<file path="src/hw/mosu_pkg.sv">
// Package for the memory ordering and synchronization unit.
// Assumes a single core clock; all counts are in core cycles.
package mosu_pkg;

  localparam int unsigned MOSU_ADDR_W   = 32;
  localparam int unsigned MOSU_DATA_W   = 32;
  localparam int unsigned MOSU_SQ_DEPTH = 4;
  localparam int unsigned MOSU_SQ_IDX_W = 2;
  localparam int unsigned MOSU_BE_W     = 4;

  // Word alignment mask for store gathering (same aligned word may merge)
  localparam logic [1:0] MOSU_WORD_OFS_ZERO = 2'h0;

  // Operation kinds arriving from dispatch
  typedef enum logic [2:0] {
    MOSU_OP_LOAD,
    MOSU_OP_STORE,
    MOSU_OP_ORDER_BARRIER,
    MOSU_OP_FULL_BARRIER,
    MOSU_OP_INSN_SYNC
  } mosu_op_t;

  // Bus transaction kinds sent to the bus interface unit
  typedef enum logic [1:0] {
    MOSU_BUS_READ,
    MOSU_BUS_WRITE,
    MOSU_BUS_ORDER_BCAST,
    MOSU_BUS_FULL_BCAST
  } mosu_bus_kind_t;

  // One request from dispatch
  typedef struct packed {
    mosu_op_t                 op;
    logic                     uncached;   // Cache-inhibited or write-through
    logic [MOSU_ADDR_W-1:0]   addr;
    logic [MOSU_DATA_W-1:0]   data;
    logic [MOSU_BE_W-1:0]     be;
  } mosu_req_t;

  // One store queue entry
  typedef struct packed {
    logic                     valid;
    logic                     barrier;    // Ordering barrier marker
    logic                     uncached;
    logic [MOSU_ADDR_W-1:0]   addr;
    logic [MOSU_DATA_W-1:0]   data;
    logic [MOSU_BE_W-1:0]     be;
  } mosu_sq_entry_t;

  // One request to the bus interface unit
  typedef struct packed {
    mosu_bus_kind_t           kind;
    logic [MOSU_ADDR_W-1:0]   addr;
    logic [MOSU_DATA_W-1:0]   data;
    logic [MOSU_BE_W-1:0]     be;
  } mosu_bus_req_t;

endpackage

</file>
<file path="src/hw/mosu_core.sv">
// Memory ordering and synchronization unit: store queue with gathering,
// I/O ordering barrier, full barrier and instruction-synchronize control.
// Assumes dispatch, bus interface unit and completion logic share the core clock.
`timescale 1ns/1ps
`default_nettype none

// Overview of operation
// RULE1 - Ordering barrier goes to load/store path, runs after older uncached accesses.
// RULE2 - Younger uncached accesses wait until the ordering barrier has executed.
// RULE3 - With broadcast enable set, ordering barrier is sent on the external bus.
// RULE4 - Barrier transaction bypasses the L2 and goes straight to the bus unit.
// RULE5 - With broadcast enable clear, ordering barrier completes internally, no bus transaction.
// RULE6 - Uncached accesses are never reordered among themselves.
// RULE7 - Store gathering never merges stores across a queued ordering barrier.
// RULE8 - External agents must not gather stores across a broadcast barrier.
// RULE9 - Instruction sync flushes instruction queue, waits for older instructions, refetches.
// RULE10 - Refetched instruction waits until older ones can no longer raise exceptions.
// RULE11 - Instruction sync does not wait for store queue draining.
// RULE12 - Instructions after instruction sync see all prior architectural effects.
// RULE13 - Ordering barrier completion time may vary with system state.
// RULE14 - With broadcast enable set, full barrier completes only after its broadcast.
module mosu_core
  import mosu_pkg::*;
(
  input  wire logic           clock,
  input  wire logic           rstn,
  input  wire logic           address_broadcast_enable,
  input  wire logic           gather_enable,
  input  wire logic           req_valid,
  input  wire mosu_req_t      req,
  output logic                req_ready,
  input  wire logic           older_done,
  input  wire logic           older_no_except,
  output logic                iq_flush,
  output logic                refetch,
  output logic                exec_hold,
  output logic                bus_valid,
  output mosu_bus_req_t       bus_req,
  input  wire logic           bus_ack,
  output logic                barrier_done,
  output logic                l2_bypass
);

  typedef enum {
    MOSU_S_IDLE,
    MOSU_S_ISYNC_WAIT,
    MOSU_S_ISYNC_HOLD,
    MOSU_S_FULL_DRAIN,
    MOSU_S_FULL_BCAST
  } mosu_state_t;

  mosu_state_t                        state_reg;
  mosu_sq_entry_t [MOSU_SQ_DEPTH-1:0] sq_reg;
  logic [MOSU_SQ_IDX_W:0]             count_reg;
  logic                               bus_valid_reg;
  mosu_bus_req_t                      bus_req_reg;
  logic                               iq_flush_reg;
  logic                               refetch_reg;
  logic                               exec_hold_reg;
  logic                               barrier_done_reg;
  logic                               l2_bypass_reg;

  logic                               sq_full;
  logic                               sq_empty;
  logic                               tail_valid;
  mosu_sq_entry_t                     tail_entry;
  logic                               is_store;
  logic                               is_order;
  logic                               can_gather;
  logic                               push;
  logic                               pop;
  logic                               launch;
  logic                               head_is_local_barrier;
  logic [MOSU_DATA_W-1:0]             merged_data;
  logic [MOSU_BE_W-1:0]               merged_be;

  assign sq_full    = (count_reg == (MOSU_SQ_IDX_W+1)'(MOSU_SQ_DEPTH));
  assign sq_empty   = (count_reg == '0);
  assign tail_valid = !sq_empty;
  assign tail_entry = tail_valid ? sq_reg[count_reg - 1'b1] : '0;
  assign is_store   = (req.op == MOSU_OP_STORE);
  assign is_order   = (req.op == MOSU_OP_ORDER_BARRIER);

  // Gather only cacheable stores into the same word, and never past a barrier entry
  assign can_gather = gather_enable && is_store && !req.uncached && tail_valid
                      && !tail_entry.barrier && !tail_entry.uncached
                      && (tail_entry.addr[MOSU_ADDR_W-1:2] == req.addr[MOSU_ADDR_W-1:2])
                      && (count_reg > (MOSU_SQ_IDX_W+1)'(1) || (!launch && !bus_valid_reg)); // see RULE7

  // Loads, stores and ordering barriers all go through the queue in program order, so
  // an uncached access can neither pass nor be passed by a barrier or another access.
  assign req_ready = (state_reg == MOSU_S_IDLE)
                     && ((!is_store && !is_order && req.op != MOSU_OP_LOAD) || !sq_full
                         || can_gather); // see RULE1 see RULE2 see RULE6
  assign push = req_valid && req_ready
                && (is_store || is_order || req.op == MOSU_OP_LOAD) && !can_gather;

  // A barrier at the head with broadcast off retires locally; it still waits its turn
  assign head_is_local_barrier = !sq_empty && sq_reg[0].barrier && !address_broadcast_enable;
  assign launch = !sq_empty && !bus_valid_reg && !head_is_local_barrier;          // see RULE5
  assign pop    = (bus_valid_reg && bus_ack && state_reg != MOSU_S_FULL_BCAST)
                  || head_is_local_barrier;

  always_comb begin
    merged_data = tail_entry.data;
    merged_be   = tail_entry.be;
    for (int i = 0; i < MOSU_BE_W; i++) begin
      if (req.be[i]) begin
        merged_data[i*8 +: 8] = req.data[i*8 +: 8];
        merged_be[i]          = 1'b1;
      end
    end
  end

  // Store queue: a shift-out FIFO; the head is entry zero
  always_ff @(posedge clock) begin
    if (!rstn) begin
      sq_reg    <= '0;
      count_reg <= '0;
    end else begin
      if (pop) begin
        for (int i = 0; i < MOSU_SQ_DEPTH - 1; i++) begin
          sq_reg[i] <= sq_reg[i+1];
        end
        sq_reg[MOSU_SQ_DEPTH-1] <= '0;
      end
      if (push) begin
        sq_reg[count_reg - (MOSU_SQ_IDX_W+1)'(pop)] <= '{valid:    1'b1,
                                                        barrier:  is_order,
                                                        uncached: req.uncached,
                                                        addr:     req.addr,
                                                        data:     req.data,
                                                        be:       req.be};
      end else if (req_valid && req_ready && can_gather) begin
        // A pop in the same cycle moves the tail down by one slot
        sq_reg[count_reg - 1'b1 - (MOSU_SQ_IDX_W+1)'(pop)].data <= merged_data;
        sq_reg[count_reg - 1'b1 - (MOSU_SQ_IDX_W+1)'(pop)].be   <= merged_be;
      end
      count_reg <= count_reg + (MOSU_SQ_IDX_W+1)'(push) - (MOSU_SQ_IDX_W+1)'(pop);
    end
  end

  // Bus request holding register; barriers are tagged to skip the L2
  always_ff @(posedge clock) begin
    if (!rstn) begin
      bus_valid_reg <= 1'b0;
      bus_req_reg   <= '0;
      l2_bypass_reg <= 1'b0;
    end else if (bus_valid_reg) begin
      if (bus_ack) begin
        bus_valid_reg <= 1'b0;
        l2_bypass_reg <= 1'b0;
      end
    end else if (state_reg == MOSU_S_FULL_BCAST) begin
      // Issued once, after the drain; the queue is empty so nothing is popped on its ack
      bus_valid_reg <= 1'b1;
      bus_req_reg   <= '{kind: MOSU_BUS_FULL_BCAST, addr: '0, data: '0, be: '0};
      l2_bypass_reg <= 1'b1;
    end else if (launch) begin
      bus_valid_reg    <= 1'b1;
      bus_req_reg.addr <= sq_reg[0].addr;
      bus_req_reg.data <= sq_reg[0].data;
      bus_req_reg.be   <= sq_reg[0].be;
      if (sq_reg[0].barrier) begin
        bus_req_reg.kind <= MOSU_BUS_ORDER_BCAST;                             // see RULE3
        l2_bypass_reg    <= 1'b1;                                             // see RULE4
      end else begin
        bus_req_reg.kind <= (sq_reg[0].be == '0) ? MOSU_BUS_READ : MOSU_BUS_WRITE;
        l2_bypass_reg    <= sq_reg[0].uncached;
      end
    end
  end

  // Serialization sequencer; barrier latency depends on queue contents and bus acks
  always_ff @(posedge clock) begin
    if (!rstn) begin
      state_reg        <= MOSU_S_IDLE;
      iq_flush_reg     <= 1'b0;
      refetch_reg      <= 1'b0;
      exec_hold_reg    <= 1'b0;
      barrier_done_reg <= 1'b0;
    end else begin
      iq_flush_reg     <= 1'b0;
      refetch_reg      <= 1'b0;
      barrier_done_reg <= 1'b0;
      // Ordering barriers retire in any state, also while a full barrier drains
      if (head_is_local_barrier
          || (bus_valid_reg && bus_ack && bus_req_reg.kind == MOSU_BUS_ORDER_BCAST)) begin
        barrier_done_reg <= 1'b1;                                             // see RULE13
      end
      case (state_reg)
        MOSU_S_IDLE: begin
          if (req_valid && req_ready && req.op == MOSU_OP_INSN_SYNC) begin
            iq_flush_reg  <= 1'b1;                                            // see RULE9
            exec_hold_reg <= 1'b1;
            state_reg     <= MOSU_S_ISYNC_WAIT;
          end else if (req_valid && req_ready && req.op == MOSU_OP_FULL_BARRIER) begin
            exec_hold_reg <= 1'b1;
            state_reg     <= MOSU_S_FULL_DRAIN;
          end
        end
        // The store queue keeps draining here; only older instructions are waited for
        MOSU_S_ISYNC_WAIT: begin
          if (older_done) begin                                               // see RULE11
            refetch_reg <= 1'b1;                                              // see RULE9
            state_reg   <= MOSU_S_ISYNC_HOLD;
          end
        end
        MOSU_S_ISYNC_HOLD: begin
          if (older_no_except) begin                                          // see RULE10
            exec_hold_reg <= 1'b0;                                            // see RULE12
            state_reg     <= MOSU_S_IDLE;
          end
        end
        MOSU_S_FULL_DRAIN: begin
          if (sq_empty && !bus_valid_reg && older_no_except) begin
            if (address_broadcast_enable) begin
              state_reg <= MOSU_S_FULL_BCAST;
            end else begin
              exec_hold_reg    <= 1'b0;
              barrier_done_reg <= 1'b1;
              state_reg        <= MOSU_S_IDLE;
            end
          end
        end
        MOSU_S_FULL_BCAST: begin
          if (bus_valid_reg && bus_ack) begin                                 // see RULE14
            exec_hold_reg    <= 1'b0;
            barrier_done_reg <= 1'b1;
            state_reg        <= MOSU_S_IDLE;
          end
        end
        default: begin
          state_reg <= MOSU_S_IDLE;
        end
      endcase
    end
  end

  assign iq_flush     = iq_flush_reg;
  assign refetch      = refetch_reg;
  assign exec_hold    = exec_hold_reg;
  assign bus_valid    = bus_valid_reg;
  assign bus_req      = bus_req_reg;
  assign barrier_done = barrier_done_reg;
  assign l2_bypass    = l2_bypass_reg;

endmodule

`default_nettype wire

</file>
<file path="config.mk">
export PLATFORM = sky130hd
export DESIGN_NAME = mosu_core
export DESIGN_NICKNAME = d
export VERILOG_FILES = /design/src/hw/mosu_pkg.sv /design/src/hw/mosu_core.sv
export SDC_FILE = /design/constraint.sdc
export NUM_CORES = 1
export LEC_CHECK = 0
export ABC_AREA = 1
export BUFFER_PORTS_ARGS = -buffer_cell sky130_fd_sc_hd__buf_2
export CORE_UTILIZATION = 56
export CTS_CLUSTER_DIAMETER = 40
export DETAILED_ROUTE_END_ITERATION = 12
export PLACE_DENSITY = 0.77
export SYNTH_ARGS = -nofsm -noshare
export SYNTH_HDL_FRONTEND = slang
export SYNTH_SLANG_ARGS = --single-unit
</file>
<file path="constraint.sdc">
create_clock -name clock -period 4.55 [get_ports clock]
set_input_delay 0.6825 -clock clock [delete_from_list [all_inputs] [get_ports clock]]
set_output_delay 0.6825 -clock clock [all_outputs]
set_load 0.005 [all_outputs]
</file>
* After elaboration in Yosys (flattened, before gate mapping)
Index checks and enable logic that the tools add are counted.
** Storage, ports and cells
- Register bits :: 395
- Output and inout port bits :: 77
** Operators by class
- Add/sub/neg operators :: 5
- $lt $le $gt $ge :: 6
- Equal/unequal tests :: 20
- Mux-type cells :: 59
- Bitwise operators :: 1
- Reductions and logical operators :: 62
** Operator list (count)
- two-way mux 284 bit :: 4
- bitwise mux 284 bit :: 3
- demux 71 bit (select 2 bit) :: 3
- two-way mux 70 bit :: 4
- two-way mux 32 bit :: 6
- case mux 32 bit (5 select lines) :: 1
- binary-select mux 71 bit (select 2 bit) :: 1
- two-way mux 71 bit :: 1
- equality test 32 x 2 -> 1 bit, second input constant :: 2
- zero test 32 bit :: 2
- two-way mux 36 bit :: 1
- equality test 32 x 1 -> 1 bit, second input constant :: 1
- equality test 32 x 3 -> 1 bit, second input constant :: 1
- equality test 32 x 4 -> 1 bit, second input constant :: 1
- two-way mux 8 bit :: 4
- != test 32 x 4 -> 1 bit, second input constant :: 1
- equality test 30 bit :: 1
- logical AND 1 bit :: 28
- two-way mux 1 bit :: 26
- zero test 1 bit :: 12
- != test 2 bit, second input constant :: 6
- less-than comparator 3 bit, second input constant :: 3
- subtractor 3 x 1 -> 3 bit :: 3
- AND reduction 2 bit :: 4
- 23 further kinds :: 34

* Depth between registers and ports, before layout
- Depth after elaboration :: 17
- Gate-level depth with buffers :: 29
- Mapped depth without buffers :: 22

* Worst setup path before layout
OpenSTA, ideal clock, no wires.
- Path kind :: register to register
- From :: register count_reg[0]
- To :: register count_reg[2]
- Data arrival time :: 4463 ps
- Setup slack :: -40 ps
- Stages on the path, launching flop included :: 29
- Buffers on the path :: 8
- Cells stage by stage :: dfxtp_1 -> inv_2 -> buf_2 -> clkbuf_1 -> clkbuf_1 -> ha_1 -> buf_2 -> inv_2 -> buf_4 -> nand3_1 -> nand2_1 -> nand2_1 -> nand2_1 -> nand2_1 -> nor2_1 -> nand3_1 -> nor2_1 -> nand2_1 -> a21boi_2 -> nand3_2 -> buf_2 -> buf_2 -> buf_6 -> ha_1 -> inv_1 -> ha_1 -> fa_1 -> xor2_1 -> nor2_1
** On the way
- Cells in the longest elaborated chain, start to end :: 17
** Ends and longest elaborated chain
- start: declaration :: RTL line mosu_core.sv:54 : logic [MOSU_SQ_IDX_W:0] count_reg;
- start signal: assignment :: RTL line mosu_core.sv:139 : count_reg <= count_reg + (MOSU_SQ_IDX_W+1)'(push) - (MOSU_SQ_IDX_W+1)'(pop);
- branches (longest 10 deep; another with subtractor 3 x 1 -> 3 bit)
- logical OR 1 bit (*) :: RTL line mosu_core.sv:94 : || can_gather);
- logical AND 1 bit (*) :: RTL line mosu_core.sv:93 : && ((!is_store && !is_order && req.op != MOSU_OP_LOAD) || !sq_full
- named net req_ready :: RTL line mosu_core.sv:31 : output logic req_ready,
- logical AND 1 bit (*) :: RTL line mosu_core.sv:95 : assign push = req_valid && req_ready
- logical AND 1 bit (*) (2 in a row) :: RTL line mosu_core.sv:96 : && (is_store || is_order || req.op == MOSU_OP_LOAD) && !can_gather;
- adder 3 x 1 -> 3 bit (*) :: RTL line mosu_core.sv:139
- subtractor 3 x 1 -> 3 bit (*) :: RTL line mosu_core.sv:139
Mark *: on every way through the listed nets, which the timed path passes. The select of a mux whose other input is x is not followed.
A chain may end at the register's enable or synchronous reset.

* Worst setup path in the final report
- From :: register count_reg[1]
- To :: register count_reg[2]
** On the way
- Cells in the longest elaborated chain, start to end :: 17
** Ends and longest elaborated chain (RTL line)
- branches (longest 16 deep; another with subtractor 3 x 1 -> 3 bit)
- subtractor 3 x 1 -> 3 bit (*) :: mosu_core.sv:139
Every way passes the cells marked *. The select of a mux whose other input is x is not followed.

==> impl_metrics.py <==
metrics = {
    "timing": {
        "max_slew_margin_pct": 25.5,
        "tns_ps": 0,
        "finalWorstSetupSlack_ps": 342,
        "slew_viol_final": 0,
        "rsz0062_at_grt": "false",
        "post-route-min-period_ps": 4210,
        "fin_crit_sh_pct": 92.5,
        "setup_violations": 0,
        "finalClockSkew_ps": 28.3,
        "finalHoldViolations": 0,
        "worst_pin_slew_ps": 1120,
        "fmax_mhz": 238,
    },
    "detailed_routing": {
        "vias": 27900,
        "via_per_inst": 5.66,
        "drt_first_pass_iters": 6,
        "drtAntennaViolNets": 0,
        "drt_wl_total_um": 79300,
        "initialDrtViolationCount": 2931,
        "drc_errors": 0,
        "wl_per_cell_um": 16.1,
    },
    "setup_path": {
        "worst_setup_path_start_kind": "register",
        "r2r-end": "count_reg[2]",
        "cp_common_cell": "nand2_1",
        "cp_cell_sequence": "inv_1 > ha_1 > clkinv_2 > buf_4 > nand3_1 > nand2_1 > nand3_1 > nand2_1 > nand2_1 > nor2_1 > nand2_1 > nor2_1 > nand2_1 > a21boi_2 > nand3_4 > ha_1 > inv_1 > ha_1 > fa_1 > xor2_1 > nor2_1",
        "reg2reg_from": "count_reg[1]",
        "end_kind": "register",
        "cp_slowest_cell": "fa_1",
        "arrival_ps": 4640,
        "worstPathRequired_ps": 4980,
        "crit_type": "reg2reg",
        "reg2reg_depth": 21,
        "crit_path_max_incr_delay_ps": 430,
        "r2r_slack_ps": 340,
        "worst-path-max-fanout": 16,
        "startpoint": "count_reg[1]",
        "crit_end": "count_reg[2]",
    },
    "global_route": {
        "grt-ovfl-total": 0,
        "grt_antenna_before_repair": 3,
        "grt_pass1_wl_um": 128000,
        "grt_max_degree": 159,
        "grt_usage_pct": 34.4,
        "first_global_vias": 25200,
    },
    "die": {
        "initial_core_util_pct": 56.8,
        "core_um2": 44200,
        "pin_count": 157,
        "dieArea_um2": 45700,
        "core.rowCount": 77,
        "die_h_um": 214,
        "die_w_um": 214,
    },
    "synthesis": {
        "synth-main-ff-cell": "dfxtp_1",
        "synth_most_common_cell": "nand2_1",
        "yosysTopAreaCellShare_pct": 28.9,
        "avgSynthCellArea_um2": 5.79,
        "ys_seq_elements": 362,
        "synth_cell_types": 44,
        "yosysWarnings": 0,
        "synth-edff-count": 0,
        "postSynthNetCount": 4429,
        "synthArstFlopShare_pct": 0,
        "synth-seq-area-share_pct": 28.9,
        "syn_area_um2": 25100,
        "synthCells": 4338,
        "netlist_top_cells_area": "dfxtp_1 29%, nand2_1 19%, o21ai_0 13%, inv_1 7.1%, a21oi_1 6.6%",
        "synth_commonest_cells": "1271 x nand2_1, 633 x o21ai_0, 475 x inv_1, 362 x dfxtp_1, 333 x a21oi_1",
        "synth_top_cell_by_area": "dfxtp_1",
    },
    "power": {
        "p_per_area_nw_per_um2": 712,
        "ir_drop_uv": 748,
        "cellLeakagePower_nw": 12.8,
        "finalPower_mw": 20.2,
    },
    "outcome": {
        "status": "complete, no violations",
    },
    "placement": {
        "gp_congestion": 0.906,
        "port_buffers": 156,
        "dpl.hpwl_um": 45300,
        "place_area_um2": 25900,
        "post-place-ws_ps": 502,
    },
    "layout": {
        "nets": 4372,
        "largest_reg_flops": 280,
        "stdcell_area_um2": 28400,
        "layout.area.seq_um2": 7250,
        "area_growth_syn_to_layout_pct": 13.1,
        "final_util_pct": 64.2,
        "n_fill_cell": 4256,
        "drive_gt1_share_pct": 8.33,
        "multiInputGateArea_um2": 14700,
    },
    "clocking": {
        "cts_tree": "built",
        "clockBufferDepth": 3,
        "clk_pin_slew_ps": 60,
        "htree_levels": 3,
        "numCtsBuffers": 68,
        "cts.hold.buffers_added": 0,
        "clkSinkCount": 362,
        "worstSkewPairLatency_ps": 600,
        "cts_resized": 0,
        "cts_setup_buffers": 0,
        "clockRootBuffer": "clkbuf_16",
    },
    "worst_hold_path": {
        "hold_path_class": "in2reg",
    },
    "flow_run": {
        "cap_violations": 0,
    },
}
[routing by layer]
layer | global-route usage [%] | up-vias | share of wire (%)
li1 | - | 14000 | -
met1 | 43.0 | 12600 | 42
met2 | 58.1 | 1146 | 47
met3 | 5.84 | 186 | 8.2
met4 | 14.5 | 2 | 3.4
met5 | 0 | - | 0.016
[placed cells by master (no fill, tap or decap), drive strengths merged]
| cell | count |
|---|---|
| nand2 | 1273 |
| o21ai | 640 |
| inv | 486 |
| dfxtp | 362 |
| a21oi | 333 |
| nor2 | 285 |
| nand3 | 254 |
| buf | 219 |
| o21bai | 108 |
| nor3 | 108 |
| clkbuf | 89 |
| o31ai | 36 |
| a211oi | 32 |
| o32ai | 32 |
| clkinv | 13 |
| bufinv | 11 |
| nand4 | 11 |
| ha | 10 |
| and2 | 5 |
| xor2 | 4 |
| clkinvlp | 4 |
| diode | 3 |
| o211ai | 3 |
| xnor2 | 2 |
| mux2 | 2 |
| nor3b | 2 |
| a21boi | 1 |
| and3 | 1 |
| nand3b | 1 |
| o41ai | 1 |
| or2 | 1 |
| a221oi | 1 |
| a311oi | 1 |
| nor4 | 1 |
| fa | 1 |
[worst min-delay path by stage]
stage,depth (start not counted),startpoint,end
after floorplan,2,sq_reg[38],bus_req[38]
after global placement,2,bus_req[47],bus_req[47]
after detailed placement,2,bus_req[52],bus_req[52]
after CTS,3,older_done,refetch
after global routing,3,older_done,refetch
final,3,older_done,refetch
[cells by family after synthesis]
| group | share of synthesized area [%] |
|---|---|
| buf+inv | 13.0 |
| xor+xnor | 0.209 |
| fa+ha+maj | 0.578 |
| flops | 28.9 |
| compound gates | 26.0 |
| mux | 0.0897 |
| simple gates | 31.2 |
[layout make-up]
cell class	count	share of cell area (%)
clock buffers	89	6.90
well taps	592	2.61
repair buffers	219	5.08
clock inverters	33	1.72
flip-flops and latches	362	25.5
multi-input cells	3149	51.7
diodes	3	0.0264
inverters	481	6.42
[worst max-delay path, delay by kind of cell (launching register included)]
kind / cells / cell delay [ps]
flops: 1 / 290
xor+xnor: 1 / 190
buf+inv: 4 / 740
fa+ha+maj: 4 / 1240
simple gates: 11 / 1350
compound gates: 1 / 210
[report_power, final]
part	total [mW]	leakage (nW)	switching, mW	internal (mW)
logic	10.5	8.71	7.35	3.18
clock network	5.45	1.19	1.79	3.66
registers	4.23	2.94	0.397	3.84
[through the flow]
step,hold slack (ps),std cells
3_3_place_gp,446,4803
2_1_floorplan,445,4338
5_1_grt,360,4926
6_report,353,4928
3_5_place_dp,451,4803
4_1_cts,337,4925
Note: power is estimated with default switching activity, not from simulation.
